$ cat config.mk
export PLATFORM = sky130hd
export DESIGN_NAME = sld_receiver
export DESIGN_NICKNAME = d
export VERILOG_FILES = /design/src/hdl/sld_pkg.sv /design/src/hdl/sld_receiver.sv /design/src/hdl/sld_fifo.sv
export SDC_FILE = /design/constraint.sdc
export NUM_CORES = 1
export LEC_CHECK = 0
export BUFFER_PORTS_ARGS = -buffer_cell sky130_fd_sc_hd__buf_2
export CORE_MARGIN = 3
export CORE_UTILIZATION = 40
export DETAILED_ROUTE_END_ITERATION = 7
export PLACE_DENSITY_LB_ADDON = 0.12
export SKIP_LAST_GASP = 1
export SYNTH_ARGS = -nofsm -noshare
export SYNTH_HDL_FRONTEND = slang
export SYNTH_SLANG_ARGS = --single-unit
$ cat constraint.sdc
create_clock -name sys_clk -period 9.59 [get_ports sys_clk]
set_input_delay 0.959 -clock sys_clk [delete_from_list [all_inputs] [get_ports sys_clk]]
set_output_delay 0.959 -clock sys_clk [all_outputs]
set_load 0.05 [all_outputs]
$ cat src/hdl/sld_pkg.sv
package sld_pkg;

  // Lane counts of the two variants and bits carried per lane per clock.
  localparam int WIDE_LANES     = 4;
  localparam int NARROW_LANES   = 3;
  localparam int MAX_LANES      = 4;
  localparam int BITS_PER_CLOCK = 7;

  // System clock and the long lock wait derived from it.
  localparam int SYS_CLK_PERIOD_NS = 50;
  localparam int LOCK_TIME_MS      = 10;
  localparam int LOCK_CYCLES       = (LOCK_TIME_MS * 1000000) / SYS_CLK_PERIOD_NS;

  // Forwarded clock taken as lost after this many cycles without a rising edge.
  localparam int CLOCK_LOST_CYCLES = 32;
  localparam int PERIOD_W          = 8;

  // Word buffer between the lane sampler and the output stage.
  localparam int FIFO_DEPTH = 32;

  // Bit index that marks a finished word in the sampler.
  localparam logic [2:0] BIT_IDLE = 3'h7;

  // Forwarded clock and data lanes as they arrive at the pins.
  typedef struct packed {
    logic                 clk;
    logic [MAX_LANES-1:0] lanes;
  } sld_pins_t;

endpackage

$ cat src/hdl/sld_receiver.sv
`timescale 1ns/1ps
module sld_receiver #(
  parameter int LANES       = sld_pkg::WIDE_LANES,
  parameter int LOCK_CYCLES = sld_pkg::LOCK_CYCLES,
  parameter int CLOCK_LOST  = sld_pkg::CLOCK_LOST_CYCLES,
  parameter int FIFO_DEPTH  = sld_pkg::FIFO_DEPTH
) (
  // System clock and reset.
  input  wire logic                                   sys_clk,
  input  wire logic                                   rst_n,
  // Serial link pins.
  input  wire logic                                   forwarded_clock_in,
  input  wire logic [LANES-1:0]                       serial_lane_in,
  // Power control.
  input  wire logic                                   sleep_n,
  // Parallel side.
  output logic      [sld_pkg::BITS_PER_CLOCK*LANES-1:0] parallel_word_out,
  output logic                                        regenerated_clock_out,
  output logic                                        link_locked
);

  import sld_pkg::*;

  // Word width and the width of the lock wait counter.
  localparam int WORD   = BITS_PER_CLOCK * LANES;
  localparam int LOCK_W = $clog2(LOCK_CYCLES + 1);

  sld_pins_t          pinRaw;
  sld_pins_t          pinMeta;
  sld_pins_t          pinSync;
  logic               sleepMeta;
  logic               awake;
  logic               clkPrev;
  logic               rise;
  logic [PERIOD_W-1:0] phase;
  logic [PERIOD_W-1:0] phaseNow;
  logic [PERIOD_W-1:0] period;
  logic               present;
  logic [2:0]         bitIdx;
  logic [2:0]         bitIdxNow;
  logic               strobe;
  logic [WORD-1:0]    gather;
  logic [WORD-1:0]    next_gather;
  logic               pendValid;
  logic [WORD-1:0]    pendWord;
  logic               fifoInReady;
  logic               fifoOutValid;
  logic [WORD-1:0]    fifoOutData;
  logic               regenPrev;
  logic               regenFall;
  logic [LOCK_W-1:0]  lockCount;

  // Sample point of bit k spread evenly over the measured period, in system cycles.
  function automatic logic [PERIOD_W-1:0] strobeAt(input logic [2:0] k,
                                                   input logic [PERIOD_W-1:0] per);
    logic [15:0] prod;
    prod = (16'(k) * 16'h0002 + 16'h0001) * 16'(per);
    return PERIOD_W'(prod / 16'h000E);
  endfunction

  // Pins gathered into one bundle; absent lanes of the narrow variant read high.
  always_comb begin
    pinRaw       = '1;
    pinRaw.clk   = forwarded_clock_in;
    pinRaw.lanes[LANES-1:0] = serial_lane_in;
  end

  // Two-stage synchronisers for every pin.
  // Link pins reset to their idle-high failsafe level, so that no false
  // forwarded clock edge is seen when reset is released.
  always_ff @(posedge sys_clk) begin
    if (!rst_n) begin
      pinMeta   <= '1;
      pinSync   <= '1;
      sleepMeta <= 1'b0;
      awake     <= 1'b0;
    end else begin
      pinMeta   <= pinRaw;
      pinSync   <= pinMeta;
      sleepMeta <= sleep_n;
      awake     <= sleepMeta;
    end
  end

  // Rising edge of the synchronised forwarded clock.
  always_ff @(posedge sys_clk) begin
    if (!rst_n) begin
      clkPrev <= 1'b1; // Matches the idle-high pin.
    end else begin
      clkPrev <= pinSync.clk;
    end
  end

  // One-cycle pulse at each synchronised rise; the phase restarts there.
  assign rise     = pinSync.clk & ~clkPrev;
  assign phaseNow = rise ? '0 : phase;

  // Period measurement and loss-of-clock detection.
  always_ff @(posedge sys_clk) begin
    if (!rst_n) begin
      phase   <= '0;
      period  <= '0;
      present <= 1'b0;
    end else if (rise) begin
      phase   <= PERIOD_W'(1);
      period  <= phase;
      present <= 1'b1;
    end else if (phase != PERIOD_W'(CLOCK_LOST)) begin
      phase <= phase + PERIOD_W'(1);
      if (phase == PERIOD_W'(CLOCK_LOST - 1)) begin
        present <= 1'b0;
      end
    end
  end

  // Lock wait: counts while awake with a running forwarded clock.
  always_ff @(posedge sys_clk) begin
    if (!rst_n || !awake || !present) begin
      lockCount   <= '0;
      link_locked <= 1'b0;
    end else if (lockCount != LOCK_W'(LOCK_CYCLES)) begin
      lockCount <= lockCount + LOCK_W'(1);
    end else begin
      link_locked <= 1'b1;
    end
  end

  // Bit strobes: bit 0 first, one strobe per bit per forwarded period.
  assign bitIdxNow = rise ? 3'h0 : bitIdx;
  assign strobe    = present & (bitIdxNow != BIT_IDLE)
                   & (phaseNow == strobeAt(bitIdxNow, period));

  // Each lane's sampled level lands at lane * 7 + bit; idle lanes sample as high.
  always_comb begin
    next_gather = gather;
    // The idle index would point into the next lane, so it writes nothing.
    if (bitIdxNow != BIT_IDLE) begin
      for (int l = 0; l < LANES; l++) begin
        next_gather[l*BITS_PER_CLOCK + int'(bitIdxNow)] = pinSync.lanes[l];
      end
    end
  end

  // Sampler state.
  always_ff @(posedge sys_clk) begin
    if (!rst_n) begin
      bitIdx <= BIT_IDLE;
      gather <= '0;
    end else if (strobe) begin
      bitIdx <= bitIdxNow + 3'h1;
      gather <= next_gather;
    end else if (rise) begin
      bitIdx <= 3'h0;
    end
  end

  // Finished words wait here; a word that finds the slot still full is dropped.
  always_ff @(posedge sys_clk) begin
    if (!rst_n || !link_locked) begin
      pendValid <= 1'b0;
      pendWord  <= '0;
    end else if (strobe && bitIdxNow == 3'h6 && (!pendValid || fifoInReady)) begin
      pendValid <= 1'b1;
      pendWord  <= next_gather;
    end else if (fifoInReady) begin
      pendValid <= 1'b0;
    end
  end

  // Word buffer, flushed whenever the link is not locked.
  sld_fifo #(
    .WIDTH (WORD),
    .DEPTH (FIFO_DEPTH)
  ) u_fifo (
    .sys_clk  (sys_clk),
    .rst_n    (rst_n),
    .flush    (~link_locked),
    .inValid  (pendValid),
    .inData   (pendWord),
    .inReady  (fifoInReady),
    .outValid (fifoOutValid),
    .outData  (fifoOutData),
    .outReady (regenFall)
  );

  // Regenerated clock: one cycle behind the synchronised input, low when lost or asleep.
  always_ff @(posedge sys_clk) begin
    if (!rst_n) begin
      regenerated_clock_out <= 1'b0;
      regenPrev             <= 1'b0;
    end else begin
      regenerated_clock_out <= pinSync.clk & present & awake & link_locked;
      regenPrev             <= regenerated_clock_out;
    end
  end

  // A falling regenerated edge releases the next buffered word.
  assign regenFall = regenPrev & ~regenerated_clock_out;

  // Output word: cleared asleep, updated at falling edges, held when the clock stops.
  // An unlocked link keeps the word already shown rather than one being flushed.
  always_ff @(posedge sys_clk) begin
    if (!rst_n || !awake) begin
      parallel_word_out <= '0;
    end else if (regenFall && fifoOutValid && link_locked) begin
      parallel_word_out <= fifoOutData;
    end
  end

endmodule

$ cat src/hdl/sld_fifo.sv
`timescale 1ns/1ps
module sld_fifo #(
  parameter int WIDTH = 28,
  parameter int DEPTH = 32
) (
  // Clock, reset and flush.
  input  wire logic             sys_clk,
  input  wire logic             rst_n,
  input  wire logic             flush,
  // Filling side.
  input  wire logic             inValid,
  input  wire logic [WIDTH-1:0] inData,
  output logic                  inReady,
  // Draining side.
  output logic                  outValid,
  output logic      [WIDTH-1:0] outData,
  input  wire logic             outReady
);

  localparam int AW = $clog2(DEPTH);

  logic [WIDTH-1:0] mem [DEPTH];
  logic [AW-1:0]    wrPtr;
  logic [AW-1:0]    rdPtr;
  logic [AW:0]      used;
  logic             push;
  logic             load;

  // Handshake terms; the registered output stage refills when it is empty or drained.
  assign inReady = (used != (AW+1)'(DEPTH));
  assign push    = inValid & inReady;
  assign load    = (used != '0) & (~outValid | outReady);

  // Storage writes.
  always_ff @(posedge sys_clk) begin
    if (push) begin
      mem[wrPtr] <= inData;
    end
  end

  // Pointers and fill level.
  always_ff @(posedge sys_clk) begin
    if (!rst_n || flush) begin
      wrPtr <= '0;
      rdPtr <= '0;
      used  <= '0;
    end else begin
      if (push) begin
        wrPtr <= wrPtr + AW'(1);
      end
      if (load) begin
        rdPtr <= rdPtr + AW'(1);
      end
      used <= used + (AW+1)'(push) - (AW+1)'(load);
    end
  end

  // Read data always leave from a register.
  always_ff @(posedge sys_clk) begin
    if (!rst_n || flush) begin
      outValid <= 1'b0;
      outData  <= '0;
    end else if (load) begin
      outValid <= 1'b1;
      outData  <= mem[rdPtr];
    end else if (outReady) begin
      outValid <= 1'b0;
    end
  end

endmodule

## After elaboration in Yosys (flattened, before gate mapping)

Memory sizes are Yosys's and may differ from the RTL's. A register that Yosys moved wholly into a read port is not among the register bits.
Cells that the tools add are included.

| cells by class | value |
|---|---|
| mux-type cells | 27 |
| magnitude comparators | 8 |
| add/sub/neg operators | 11 |
| reduce and logical (&&, ||, !) cells | 25 |
| equality and inequality tests | 7 |
| bitwise gates (word level) | 15 |
| div/mod/pow operators | 1 |
| $mul | 1 |

Operator list:

| cell | number |
|---|---|
| 28-bit bitwise mux | 4 |
| 28-bit two-way mux | 1 |
| 18-bit by 1-bit adder with 18-bit output, second input constant | 1 |
| 18-bit != test, second input constant | 1 |
| 16-bit by 4-bit divider with 16-bit output, second input constant | 1 |
| 1-bit demux with 5-bit select | 3 |
| 1-bit two-way mux | 15 |
| 5-bit by 8-bit multiplier with 13-bit output | 1 |
| 5-bit by 1-bit adder with 5-bit output, second input constant | 2 |
| 1-bit AND | 9 |
| 8-bit by 1-bit adder with 8-bit output, second input constant | 1 |
| 8-bit by 5-bit == test with 1-bit output, second input constant | 1 |
| 8-bit == test | 1 |
| 1-bit logical AND | 8 |
| 8-bit two-way mux | 1 |
| 8-bit by 6-bit != test with 1-bit output, second input constant | 1 |
| 2-bit nonzero test | 4 |
| 5-bit by 3-bit adder with 6-bit output, first input constant | 1 |
| 6-bit by 1-bit adder with 6-bit output | 1 |
| 6-bit by 1-bit >= comparator with 1-bit output, second input constant | 1 |
| 3-bit by 6-bit < comparator with 1-bit output, second input constant | 1 |
| 4-bit by 6-bit < comparator with 1-bit output, second input constant | 1 |
| 5-bit by 6-bit < comparator with 1-bit output, second input constant | 1 |
| 6-bit < comparator, second input constant | 1 |
| other kinds (20) | 33 |

| word-level totals | value |
|---|---|
| memories kept | 1 |
| register bits | 156 |
| bits of input ports | 8 |
| bits in writable memories | 896 |
| word-level logic and storage cells | 120 |
| output and inout port bits | 30 |

Memory list:

| name | depth | bits a word | rd ports | clocked after Yosys merged registers in | write ports | line | text |
|---|---|---|---|---|---|---|---|
| u_fifo.mem | 32 | 28 | 1 | 1 | 1 | sld_fifo.sv:22 | `logic [WIDTH-1:0] mem [DEPTH];` |

## Depth between registers and ports, before layout

Gate-level depths: netlist (run 1).

| depth | value |
|---|---|
| depth after elaboration | 12 |
| mapped depth | 32 |
| mapped depth without buffers | 26 |

## Cells and area by module

From an unflattened synthesis (run 1), not the netlist that was laid out.

| second synthesis, totals | value |
|---|---|
| cells, all modules | 2887 |
| area, all modules | 45349.7 um^2 |

Modules (own cells, without submodules):

| module | cells each | instances | area each (um^2) |
|---|---|---|---|
| sld_fifo | 1677 | 1 | 35943.2 |
| sld_receiver | 1210 | 1 | 9406.5 |

## Worst setup path after synthesis (run 1)

OpenSTA, ideal clock, no wires.

| timing | value |
|---|---|
| path type | register -> register |
| start | reg clkPrev |
| end | reg pendWord[10] |
| cell stages (with the launch flop) | 30 |
| arrival time | 7.088 ns |
| required time | 9.518 ns |
| setup slack | 2.431 ns |
| path through | dfxtp_1 -> nand2b_1 -> and2_1 -> inv_1 -> clkbuf_1 -> nor2_1 -> ha_1 -> fa_1 -> inv_1 -> fa_1 -> inv_1 -> ha_1 -> a21oi_1 -> o21ai_2 -> a311o_1 -> a31oi_4 -> nand2_1 -> o22a_2 -> a211o_1 -> o21a_2 -> or4_4 -> o311ai_2 -> o22ai_2 -> or4_1 -> nand4_1 -> o21ba_2 -> o21ai_1 -> buf_6 -> buf_6 -> mux2i_1 |

| between the ends | value |
|---|---|
| cells in the longest elaborated chain, start to end | 12 |
| elaborated cells between the ends (all ways) | 36 |

Ends and longest elaborated chain:

| element | line | text |
|---|---|---|
| start, declared | sld_receiver.sv:33 | `logic clkPrev;` |
| start signal, assigned | sld_receiver.sv:90 | `clkPrev <= pinSync.clk;` |
| 1-bit NOT (*) | sld_receiver.sv:95 | `assign rise = pinSync.clk & ~clkPrev;` |
| 1-bit AND (*) | sld_receiver.sv:95 |  |
| parallel branches: the longest is 10 deep, another holds 16-bit by 4-bit divider with 16-bit output | -- |  |
| end signal, assigned | sld_receiver.sv:164 | `pendWord <= next_gather;` |
| end, declared | sld_receiver.sv:45 | `logic [WORD-1:0] pendWord;` |

Mark *: on every way between the ends.
A chain may end at the register's enable or synchronous reset.

## Final worst setup path (run 1)

| timing | value |
|---|---|
| start | reg clkPrev |
| end | reg gather[16] |

| between the ends | value |
|---|---|
| cells in the longest elaborated chain, start to end | 12 |
| elaborated cells between the ends (all ways) | 33 |

Ends and longest elaborated chain:

| element | line | text |
|---|---|---|
| 1-bit NOT (*) | sld_receiver.sv:95 |  |
| 1-bit AND (*) | sld_receiver.sv:95 |  |
| parallel branches: the longest is 10 deep, another holds 16-bit by 4-bit divider with 16-bit output | -- |  |
| end signal, assigned | sld_receiver.sv:151 | `gather <= next_gather;` |
| end, declared | sld_receiver.sv:42 | `logic [WORD-1:0] gather;` |

Marked as above.

==> results of run 1 <==
-- worst paths after layout --
check	startpoint	to	slack (ns)	cells past startpoint
hold / removal	pinMeta[4]	pinSync[4]	0.41	1
hold reg to reg	pinMeta[4]	pinSync[4]	0.41	1
setup / recovery	clkPrev	gather[16]	0.90	27
setup reg to reg	clkPrev	gather[16]	0.90	27
-- cell usage in the layout (no fill, tap or decap), types with 18 or more instances in the layout --
master and count:
xor2_1 25, o21ai_0 33, mux2i_1 94, nor2_4 32, inv_1 55, nand3_1 63, ha_1 54, clkbuf_16 113
edfxtp_1 896, buf_2 37, clkinv_2 18, xnor2_1 22, dfxtp_1 179, a211oi_1 33, buf_4 59, a21oi_1 73
nand2_1 302, and3_1 20, clkinv_1 20, nor2_1 130, mux4_2 280
-- logic make-up after synthesis --
| family | Yosys count |
|---|---|
| AO/OA/AOI/OAI | 265 |
| XOR/XNOR | 47 |
| adder cells (fa/ha/maj) | 67 |
| buffers and inverters | 199 |
| flip-flops | 1080 |
| multiplexers | 386 |
| AND/OR/NAND/NOR | 626 |
-- metal layers --
| layer | vias up | global-route usage |
|---|---|---|
| met4 | 0 | 0.05023 |
| met2 | 716 | 0.3245 |
| li1 | 10580 | - |
| met1 | 12930 | 0.2767 |
| met3 | 176 | 0.02439 |
| met5 | - | 0 |
-- sequential cells by signal, indices dropped and copies added (netlist names), 3 cells and up --
register	flops
bitIdx	3
gather	28
lockCount	18
parallel_word_out	28
pendWord	28
period	8
phase	8
pinMeta	5
pinSync	5
u_fifo.mem	896
u_fifo.outData	28
u_fifo.rdPtr	5
u_fifo.used	6
u_fifo.wrPtr	5
-- cell usage after synthesis, types with 7 or more instances --
| library cell | count | share of area |
|---|---|---|
| mux2i_1 | 94 | 0.021 |
| o211ai_1 | 10 | 0.0017 |
| a21o_1 | 7 | 0.0012 |
| and3_1 | 20 | 0.0028 |
| nand2b_1 | 13 | 0.0018 |
| mux2_2 | 11 | 0.0028 |
| a21boi_0 | 10 | 0.0017 |
| ha_1 | 54 | 0.015 |
| nor3_1 | 13 | 0.0015 |
| mux4_2 | 280 | 0.14 |
| inv_1 | 55 | 0.0046 |
| and2_1 | 9 | 0.0013 |
| nand4_1 | 8 | 0.0011 |
| o21ai_0 | 33 | 0.0037 |
| edfxtp_1 | 896 | 0.60 |
| buf_1 | 18 | 0.0015 |
| a31o_2 | 11 | 0.0022 |
| clkbuf_1 | 116 | 0.0097 |
| nand2_1 | 303 | 0.025 |
| xor2_1 | 25 | 0.0049 |
| dfxtp_1 | 184 | 0.082 |
| a211oi_1 | 33 | 0.0055 |
| xnor2_1 | 22 | 0.0043 |
| fa_1 | 13 | 0.0058 |
| nand3_1 | 63 | 0.0070 |
| a21oi_1 | 74 | 0.0083 |
| nor2_1 | 162 | 0.014 |
-- stage by stage --
stage	area, sq um	hold slack (ns)
3_3_place_gp	46940	0.4057
5_1_grt	50700	0.4188
6_report	50700	0.4058
3_5_place_dp	46940	0.3983
4_1_cts	50700	0.3935
2_1_floorplan	44730	0.3863
-- final cells by class --
| type | count | area, sq um |
|---|---|---|
| fillers | 9573 | 60120 |
| flip-flops and latches | 1080 | 30610 |
| multi-input cells | 1391 | 13620 |
| clock buffers | 132 | 2929 |
| well taps | 1488 | 1862 |
| clock inverters | 72 | 837.1 |
| repair buffers | 97 | 648.1 |
| inverters | 55 | 206.4 |
-- power by group --
group | internal [mW] | switching, mW
logic | 0.0275 | 0.0600
registers | 5.01 | 0.00720
clock network | 2.63 | 1.81
==> flow_summary.toml, run 1 <==
[outcome]
status = "complete, no violations"

[worst_setup_path]
critPathLaunchType = "flip-flop"
cp_max_fo = 25
critPathRequiredTime_ns = 10.20
critPathBufInv = 5
critPathSlowestCell = "nor4_1"
critPathArrivalTime_ns = 9.29
slowest_delay_ns = 0.75
endpoint_kind = "flip-flop"
cp_top_family = "compound AO/OA/AOI/OAI gates"
path_class = "reg -> reg"

[cts]
cts_made_buffers = 112
cts_setup_buffers = 0
clock_path_buffers = 3
clk_pin_slew_worst_paths_ns = 0.06
root_buffer = "clkbuf_16"
cts_tree = "done"
htreeDepth = 3
cts_resized = 0
cts_sinks = 1080
clk_latency_ns = 0.69
cts_hold_buffers = 0

[global_route]
gr-total-overflow = 0
grt_max_degree = 79
first_global_vias = 24750
antenna_found_initial = 3
track_usage = 0.1962
grt_pass1_wl_um = 168000

[final_layout]
drive_above_1_share = 0.2264
area_growth_pct = 13.36
fin_cells = 4315
diodes = 0
finalNetCount = 2812
final_core_util = 0.4575

[hold_path]
holdCritPathClass = "reg -> reg"

[synthesis]
yosys.area_share.simple = 0.06051
synth-edff-count = 896
syn_nets = 2745
synthCells = 2670
synthMuxAreaShare = 0.1650
async_reset_ff_frac = 0
ys_seq_area_frac = 0.6839
syn-cell-area_sq_mm = 0.04473
synth_xor_xnor_area_share = 0.009204
synth_seq_cells = 1080
synth_top_family_by_area = "multiplexers"
synth_warnings = 0
synth_ff_type = "edfxtp_1"
synth_compound_area_frac = 0.04252
synth-adder-area-share = 0.02092
ys_types = 92
syn_avg_cell_area_sq_um = 16.75

[timing]
fin_crit_ns = 8.687
finalHoldViolCount = 0
tightest_slew_ns = 1.298
finClkSkew_ns = 0.02636
fmax_ghz = 0.1151
rsz0062_at_grt = "no"
tns_ns = 0
setup_slack_ns = 0.9034
relSlewSlack = 0.1344
fin_crit_sh = 0.9058
setup_violations = 0
slew_violations = 0

[placement]
portBuffers = 37
hpwl_um = 66750
dp_worst_setup_slack_ns = 1.012
gp_congestion = 0.8224
dp.cells = 4111

[detailed_routing]
wl_met2_um = 55290
met1_length_um = 50210
routed-via-count = 24410
dr.max_layer_used = "met4"
drc = 0
routed_wl_um = 113700
met3WireLength_um = 5762
vias_per_cell = 5.656
drt-pass1-iter-count = 6
drtIter0Drc = 2267
wire_per_inst_um = 26.34
drtAntennaViolNets = 0

[die]
die_x_um = 340.4
die_h_um = 340.4
core-area_sq_mm = 0.1108
row_count = 122
dieArea_sq_mm = 0.1159
io_pins = 38
start_util = 0.4036

[power]
p_total_mw = 9.547
p_leak_nw = 13.40
power.density_mw_per_mm2 = 188.3
ir_worst_vdd_mv = 0.1493

[run]
drv_cap = 0
Note: power is estimated with default switching activity, not from simulation.
==> run 2: changes to the inputs <==
--- a/config.mk
+++ b/config.mk
@@ -6,6 +6,8 @@
 export NUM_CORES = 1
 export LEC_CHECK = 0
 export BUFFER_PORTS_ARGS = -buffer_cell sky130_fd_sc_hd__buf_2
+export CELL_PAD_IN_SITES_DETAIL_PLACEMENT = 1
+export CELL_PAD_IN_SITES_GLOBAL_PLACEMENT = 1
 export CORE_MARGIN = 3
 export CORE_UTILIZATION = 40
 export DETAILED_ROUTE_END_ITERATION = 7
==> run 2 against run 1 <==
Compared with the run above: register-to-register slack better by 0.10 ns; final area is 0.48% lower; clock power is 5.2% lower; clock-buffer cell count is 28 higher; worst setup slack better by 0.10 ns; worst hold slack better by 0.0014 ns; global-route usage is 1.1 points higher; fmax is 1.2% higher; largest cell class unchanged; largest power group unchanged.
==> flow_summary.toml, run 2 (synthesized netlist as in run 1, its figures left out) <==
[outcome]
status = "complete, no violations"

[detailed_routing]
routed-via-count = 24460
wire_per_inst_um = 27.75
drtIter0Drc = 2098
vias_per_cell = 5.663
drtAntennaViolNets = 0
routed_wl_um = 119800
drc = 0
drt-pass1-iter-count = 5

[timing]
fin_crit_sh = 0.8953
relSlewSlack = 0.1248
tightest_slew_ns = 1.313
rsz0062_at_grt = "no"
finalHoldViolCount = 0
setup_violations = 0
fmax_ghz = 0.1165
setup_slack_ns = 1.004
fin_crit_ns = 8.586
finClkSkew_ns = 0.02426
slew_violations = 0
tns_ns = 0

[global_route]
grt_max_degree = 159
first_global_vias = 26140
grt_pass1_wl_um = 177600
antenna_found_initial = 2
gr-total-overflow = 0
track_usage = 0.2075

[final_layout]
fin_cells = 4319
post-route-cell-area_sq_mm = 0.05046
largest_register_ffs = 896
nFillCells = 10680
area_growth_pct = 12.82
diodes = 0
top_register = "u_fifo.mem"
final_cell_mix = "edfxtp_1 (896), nand2_1 (302), mux4_2 (280), dfxtp_1 (179), nor2_1 (130)"
final_common_cell = "edfxtp_1"
drive_above_1_share = 0.2197
finalNetCount = 2806

[placement]
hpwl_um = 65600
dp.cells = 4104
gp_congestion = 0.7828
dp_worst_setup_slack_ns = 1.183
portBuffers = 37
postPlaceCellArea_sq_mm = 0.04690

[cts]
cts_sinks = 1080
cts_setup_buffers = 0
clock_path_buffers = 3
clk_latency_ns = 0.70
cts_resized = 0
root_buffer = "clkbuf_16"
cts_tree = "done"
cts_made_buffers = 113
htreeDepth = 3
cts_hold_buffers = 0
clk_pin_slew_worst_paths_ns = 0.06

[hold_path]
holdPathStages = 1
holdCritPathClass = "reg -> reg"

[worst_setup_path]
rrSetupSlack_ns = 1.00
critPathLaunchType = "flip-flop"
slowest_delay_ns = 0.80
cp_top_family = "compound AO/OA/AOI/OAI gates"
critPathRequiredTime_ns = 10.20
critPathArrivalTime_ns = 9.20
cpMostUsedCell = "inv_1"
cp_max_fo = 28
path_class = "reg -> reg"
critPathSlowestCell = "nor4_1"
critPathBufInv = 5
endpoint_kind = "flip-flop"
r2r_cells = 26
crit_cells = 26

[run]
drv_cap = 0

[die]
core-area_sq_mm = 0.1108
row_count = 122
die_h_um = 340.4
die_x_um = 340.4
io_pins = 38
start_util = 0.4036
dieArea_sq_mm = 0.1159

[power]
p_leak_nw = 13.27
ir_worst_vdd_mv = 0.1418
power.density_mw_per_mm2 = 184.6
run 2: changes by cell type in the layout (fill, tap and decap cells not counted), moves of 2 or more:
cell,previous run,this run
clkinvlp_4,8,4
clkbuf_16,113,115
bufinv_16,17,5
clkinv_2,18,20
clkbuf_8,3,8
clkbuf_1,16,37
clkinv_4,2,0
buf_4,59,51
run 2: through the flow:
stage,util,hold slack (ns),power (mW)
finish,0.4553,0.4071,9.316
global route,0.4553,0.4306,9.621
CTS,0.4553,0.4112,9.415
detailed placement,0.4232,0.3979,5.206
global placement,0.4232,0.3974,5.204
floorplan,-,0.3863,5.179
run 2: worst reg2reg max path, delay by kind of cell, from the launching register on:
family | cells | cell delay (ns)
DFF | 1 | 0.37
adders and majority gates | 4 | 1.72
and+or+nand+nor | 6 | 1.53
AOI/OAI and AO/OA | 10 | 3.38
muxes | 1 | 0.31
buffers and inverters | 5 | 1.21
run 2: worst paths after layout:
| kind | endpoint | from |
|---|---|---|
| max | pendWord[13] | pinSync[4] |
| min | pinSync[0] | pinMeta[0] |
| max reg2reg | pendWord[13] | pinSync[4] |
| min reg2reg | pinSync[0] | pinMeta[0] |
run 2: layout make-up:
class                   count  area (sq um)  share of cell area
repair buffers             90         608.1             0.01205
inverters                  55         206.4            0.004091
multi-input cells        1391         13620              0.2698
flip-flops and latches   1080         30610              0.6066
clock buffers             160          3127             0.06197
well taps                1488          1862             0.03690
clock inverters            55         431.7            0.008555
run 2: per-layer routing:
layer  track usage  share of wire  routed length, um  vias up
met1        0.2921           0.44              53260    13140
met5             0              0                  0        -
li1              -              -                  -    10580
met2        0.3474           0.49              59110      577
met4       0.04573          0.018               2202        0
met3       0.02556          0.044               5266      159
run 2: where the power goes:
group          switching (mW)  internal, mW  leakage (nW)
sequential            0.00741          5.01          7.66
combinational          0.0627        0.0276          3.88
clock                    1.81          2.40          1.73
total                    1.88          7.44          13.3
==> run 3: changes to the inputs <==
--- a/config.mk
+++ b/config.mk
@@ -8,10 +8,10 @@
 export BUFFER_PORTS_ARGS = -buffer_cell sky130_fd_sc_hd__buf_2
 export CELL_PAD_IN_SITES_DETAIL_PLACEMENT = 1
 export CELL_PAD_IN_SITES_GLOBAL_PLACEMENT = 1
-export CORE_MARGIN = 3
 export CORE_UTILIZATION = 40
 export DETAILED_ROUTE_END_ITERATION = 7
-export PLACE_DENSITY_LB_ADDON = 0.12
+export GPL_TIMING_DRIVEN = 0
+export PLACE_DENSITY_LB_ADDON = 0.1
 export SKIP_LAST_GASP = 1
 export SYNTH_ARGS = -nofsm -noshare
 export SYNTH_HDL_FRONTEND = slang
==> run 3 against run 2 <==
Compared with the run above: register-to-register slack got worse by 0.35 ns; die area decreased by 2.3%; clock-buffer cell count decreased by 10; fmax decreased by 3.9%; sequential share of layout area decreased by 1.2 points; core utilization increased by 0.87 points; routed wire length increased by 6.3%; critical path type unchanged; largest power group unchanged.
==> flow_summary.toml, run 3 (synthesized netlist as in run 1, its figures left out) <==
[outcome]
status = "complete, no violations"

[worst_setup_path]
endpoint_kind = "flip-flop"
critPathSlowestCell = "clkbuf_1"
critPathRequiredTime_ns = 10.19
rrSetupSlack_ns = 0.66
critPathArrivalTime_ns = 9.53
path_class = "reg -> reg"
slowest_delay_ns = 0.58
critPathLaunchType = "flip-flop"
cp_max_fo = 12
cpMostUsedCell = "inv_1"

[timing]
slew_violations = 0
setup_violations = 0
tightest_slew_ns = 1.376
finClkSkew_ns = 0.03240
fin_crit_sh = 0.9312
tns_ns = 0
relSlewSlack = 0.08264
finalHoldViolCount = 0
hold_ws_ns = 0.4065
fin_crit_ns = 8.931
rsz0062_at_grt = "no"
fmax_ghz = 0.1120

[placement]
hpwl_um = 86580
postPlaceCellArea_sq_mm = 0.04768
portBuffers = 36
gp_congestion = 0.8190

[final_layout]
largest_register_ffs = 896
final_common_cell = "edfxtp_1"
post-route-cell-area_sq_mm = 0.05143
finalNetCount = 2930
drive_above_1_share = 0.2070
area_growth_pct = 14.98
top_register = "u_fifo.mem"
final_cell_mix = "edfxtp_1 (896), nand2_1 (303), mux4_2 (280), dfxtp_1 (184), clkbuf_1 (145)"
final_core_util = 0.4641

[detailed_routing]
wire_per_inst_um = 28.69
vias_per_cell = 5.623
drtIter0Drc = 2117
drt-pass1-iter-count = 5
drtAntennaViolNets = 0
routed_wl_um = 127400
drc = 0
routed-via-count = 24970

[cts]
clk_latency_ns = 0.71
clock_path_buffers = 3
cts_resized = 0
cts_setup_buffers = 0
cts_sinks = 1080
cts_tree = "done"
htreeDepth = 3
root_buffer = "clkbuf_16"
clk_pin_slew_worst_paths_ns = 0.06
cts_hold_buffers = 0
cts_made_buffers = 113

[global_route]
first_global_vias = 26430
grt_max_degree = 34
gr-total-overflow = 0
track_usage = 0.2281
antenna_found_initial = 0
grt_pass1_wl_um = 184900

[die]
core-area_sq_mm = 0.1108
row_count = 122
dieArea_sq_mm = 0.1132
die_h_um = 336.4
start_util = 0.4036
die_x_um = 336.4
io_pins = 38

[hold_path]
holdCritPathClass = "reg -> reg"

[power]
p_total_mw = 9.514
power.density_mw_per_mm2 = 185.0
p_leak_nw = 13.55
ir_worst_vdd_mv = 0.1336

[run]
drv_cap = 0
==> run 3: cell count changes in the layout (fill, tap and decap cells not counted), sizes merged <==
| cell | delta |
|---|---|
| clkinv | -2 |
| clkinvlp | +1 |
| inv | +1 |
| bufinv | +6 |
| diode | +1 |
| clkbuf | +106 |
| buf | +8 |
==> run 3: layout make-up <==
cell class / instances / area [sq um]
sequential: 1080 / 30590
multi-input combinational: 1391 / 13580
clock buffer: 150 / 3049
antenna: 1 / 2.502
timing repair buffer: 70 / 893.4
fill: 10750 / 59390
buffer: 144 / 595.6
clock inverter: 61 / 644.4
inverter: 55 / 206.4
tap: 1488 / 1862
==> run 3: critical path: cells and delay by family (launching register included) <==
kind,cells,cell delay (ns)
and+or+nand+nor,7,1.85
DFF,1,0.46
AOI/OAI and AO/OA,9,2.35
adders and majority gates,4,1.59
xor gates and xnor gates,2,0.32
muxes,1,0.23
buffers and inverters,9,2.00
==> run 3: metrics by stage <==
stage,std cells,setup slack (ns)
after floorplan,2670,2.431
after global placement,4194,0.7279
after detailed placement,4226,0.5646
after CTS,4437,0.5391
after global routing,4439,0.04358
final,4440,0.6595
==> run 3: path summary, 6_finish.rpt <==
path               from     endpoint  depth (start not counted)
max          pinSync[4]  pendWord[9]                         32
min          pinMeta[3]   pinSync[3]                          1
max reg2reg  pinSync[4]  pendWord[9]                         32
min reg2reg  pinMeta[3]   pinSync[3]                          1
==> run 3: per-layer routing <==
metal  up-vias  part of all wire  track usage
met5         -                 0            0
met4         0             0.023      0.05596
met3       158             0.045      0.02803
met2       636              0.50       0.3871
met1     13340              0.44       0.3118
li1      10830                 -            -
==> run 3: report_power, final <==
group / switching, mW / internal [mW]
Combinational: 0.0719 / 0.0291
Clock: 1.87 / 2.53
Sequential: 0.00394 / 5.01
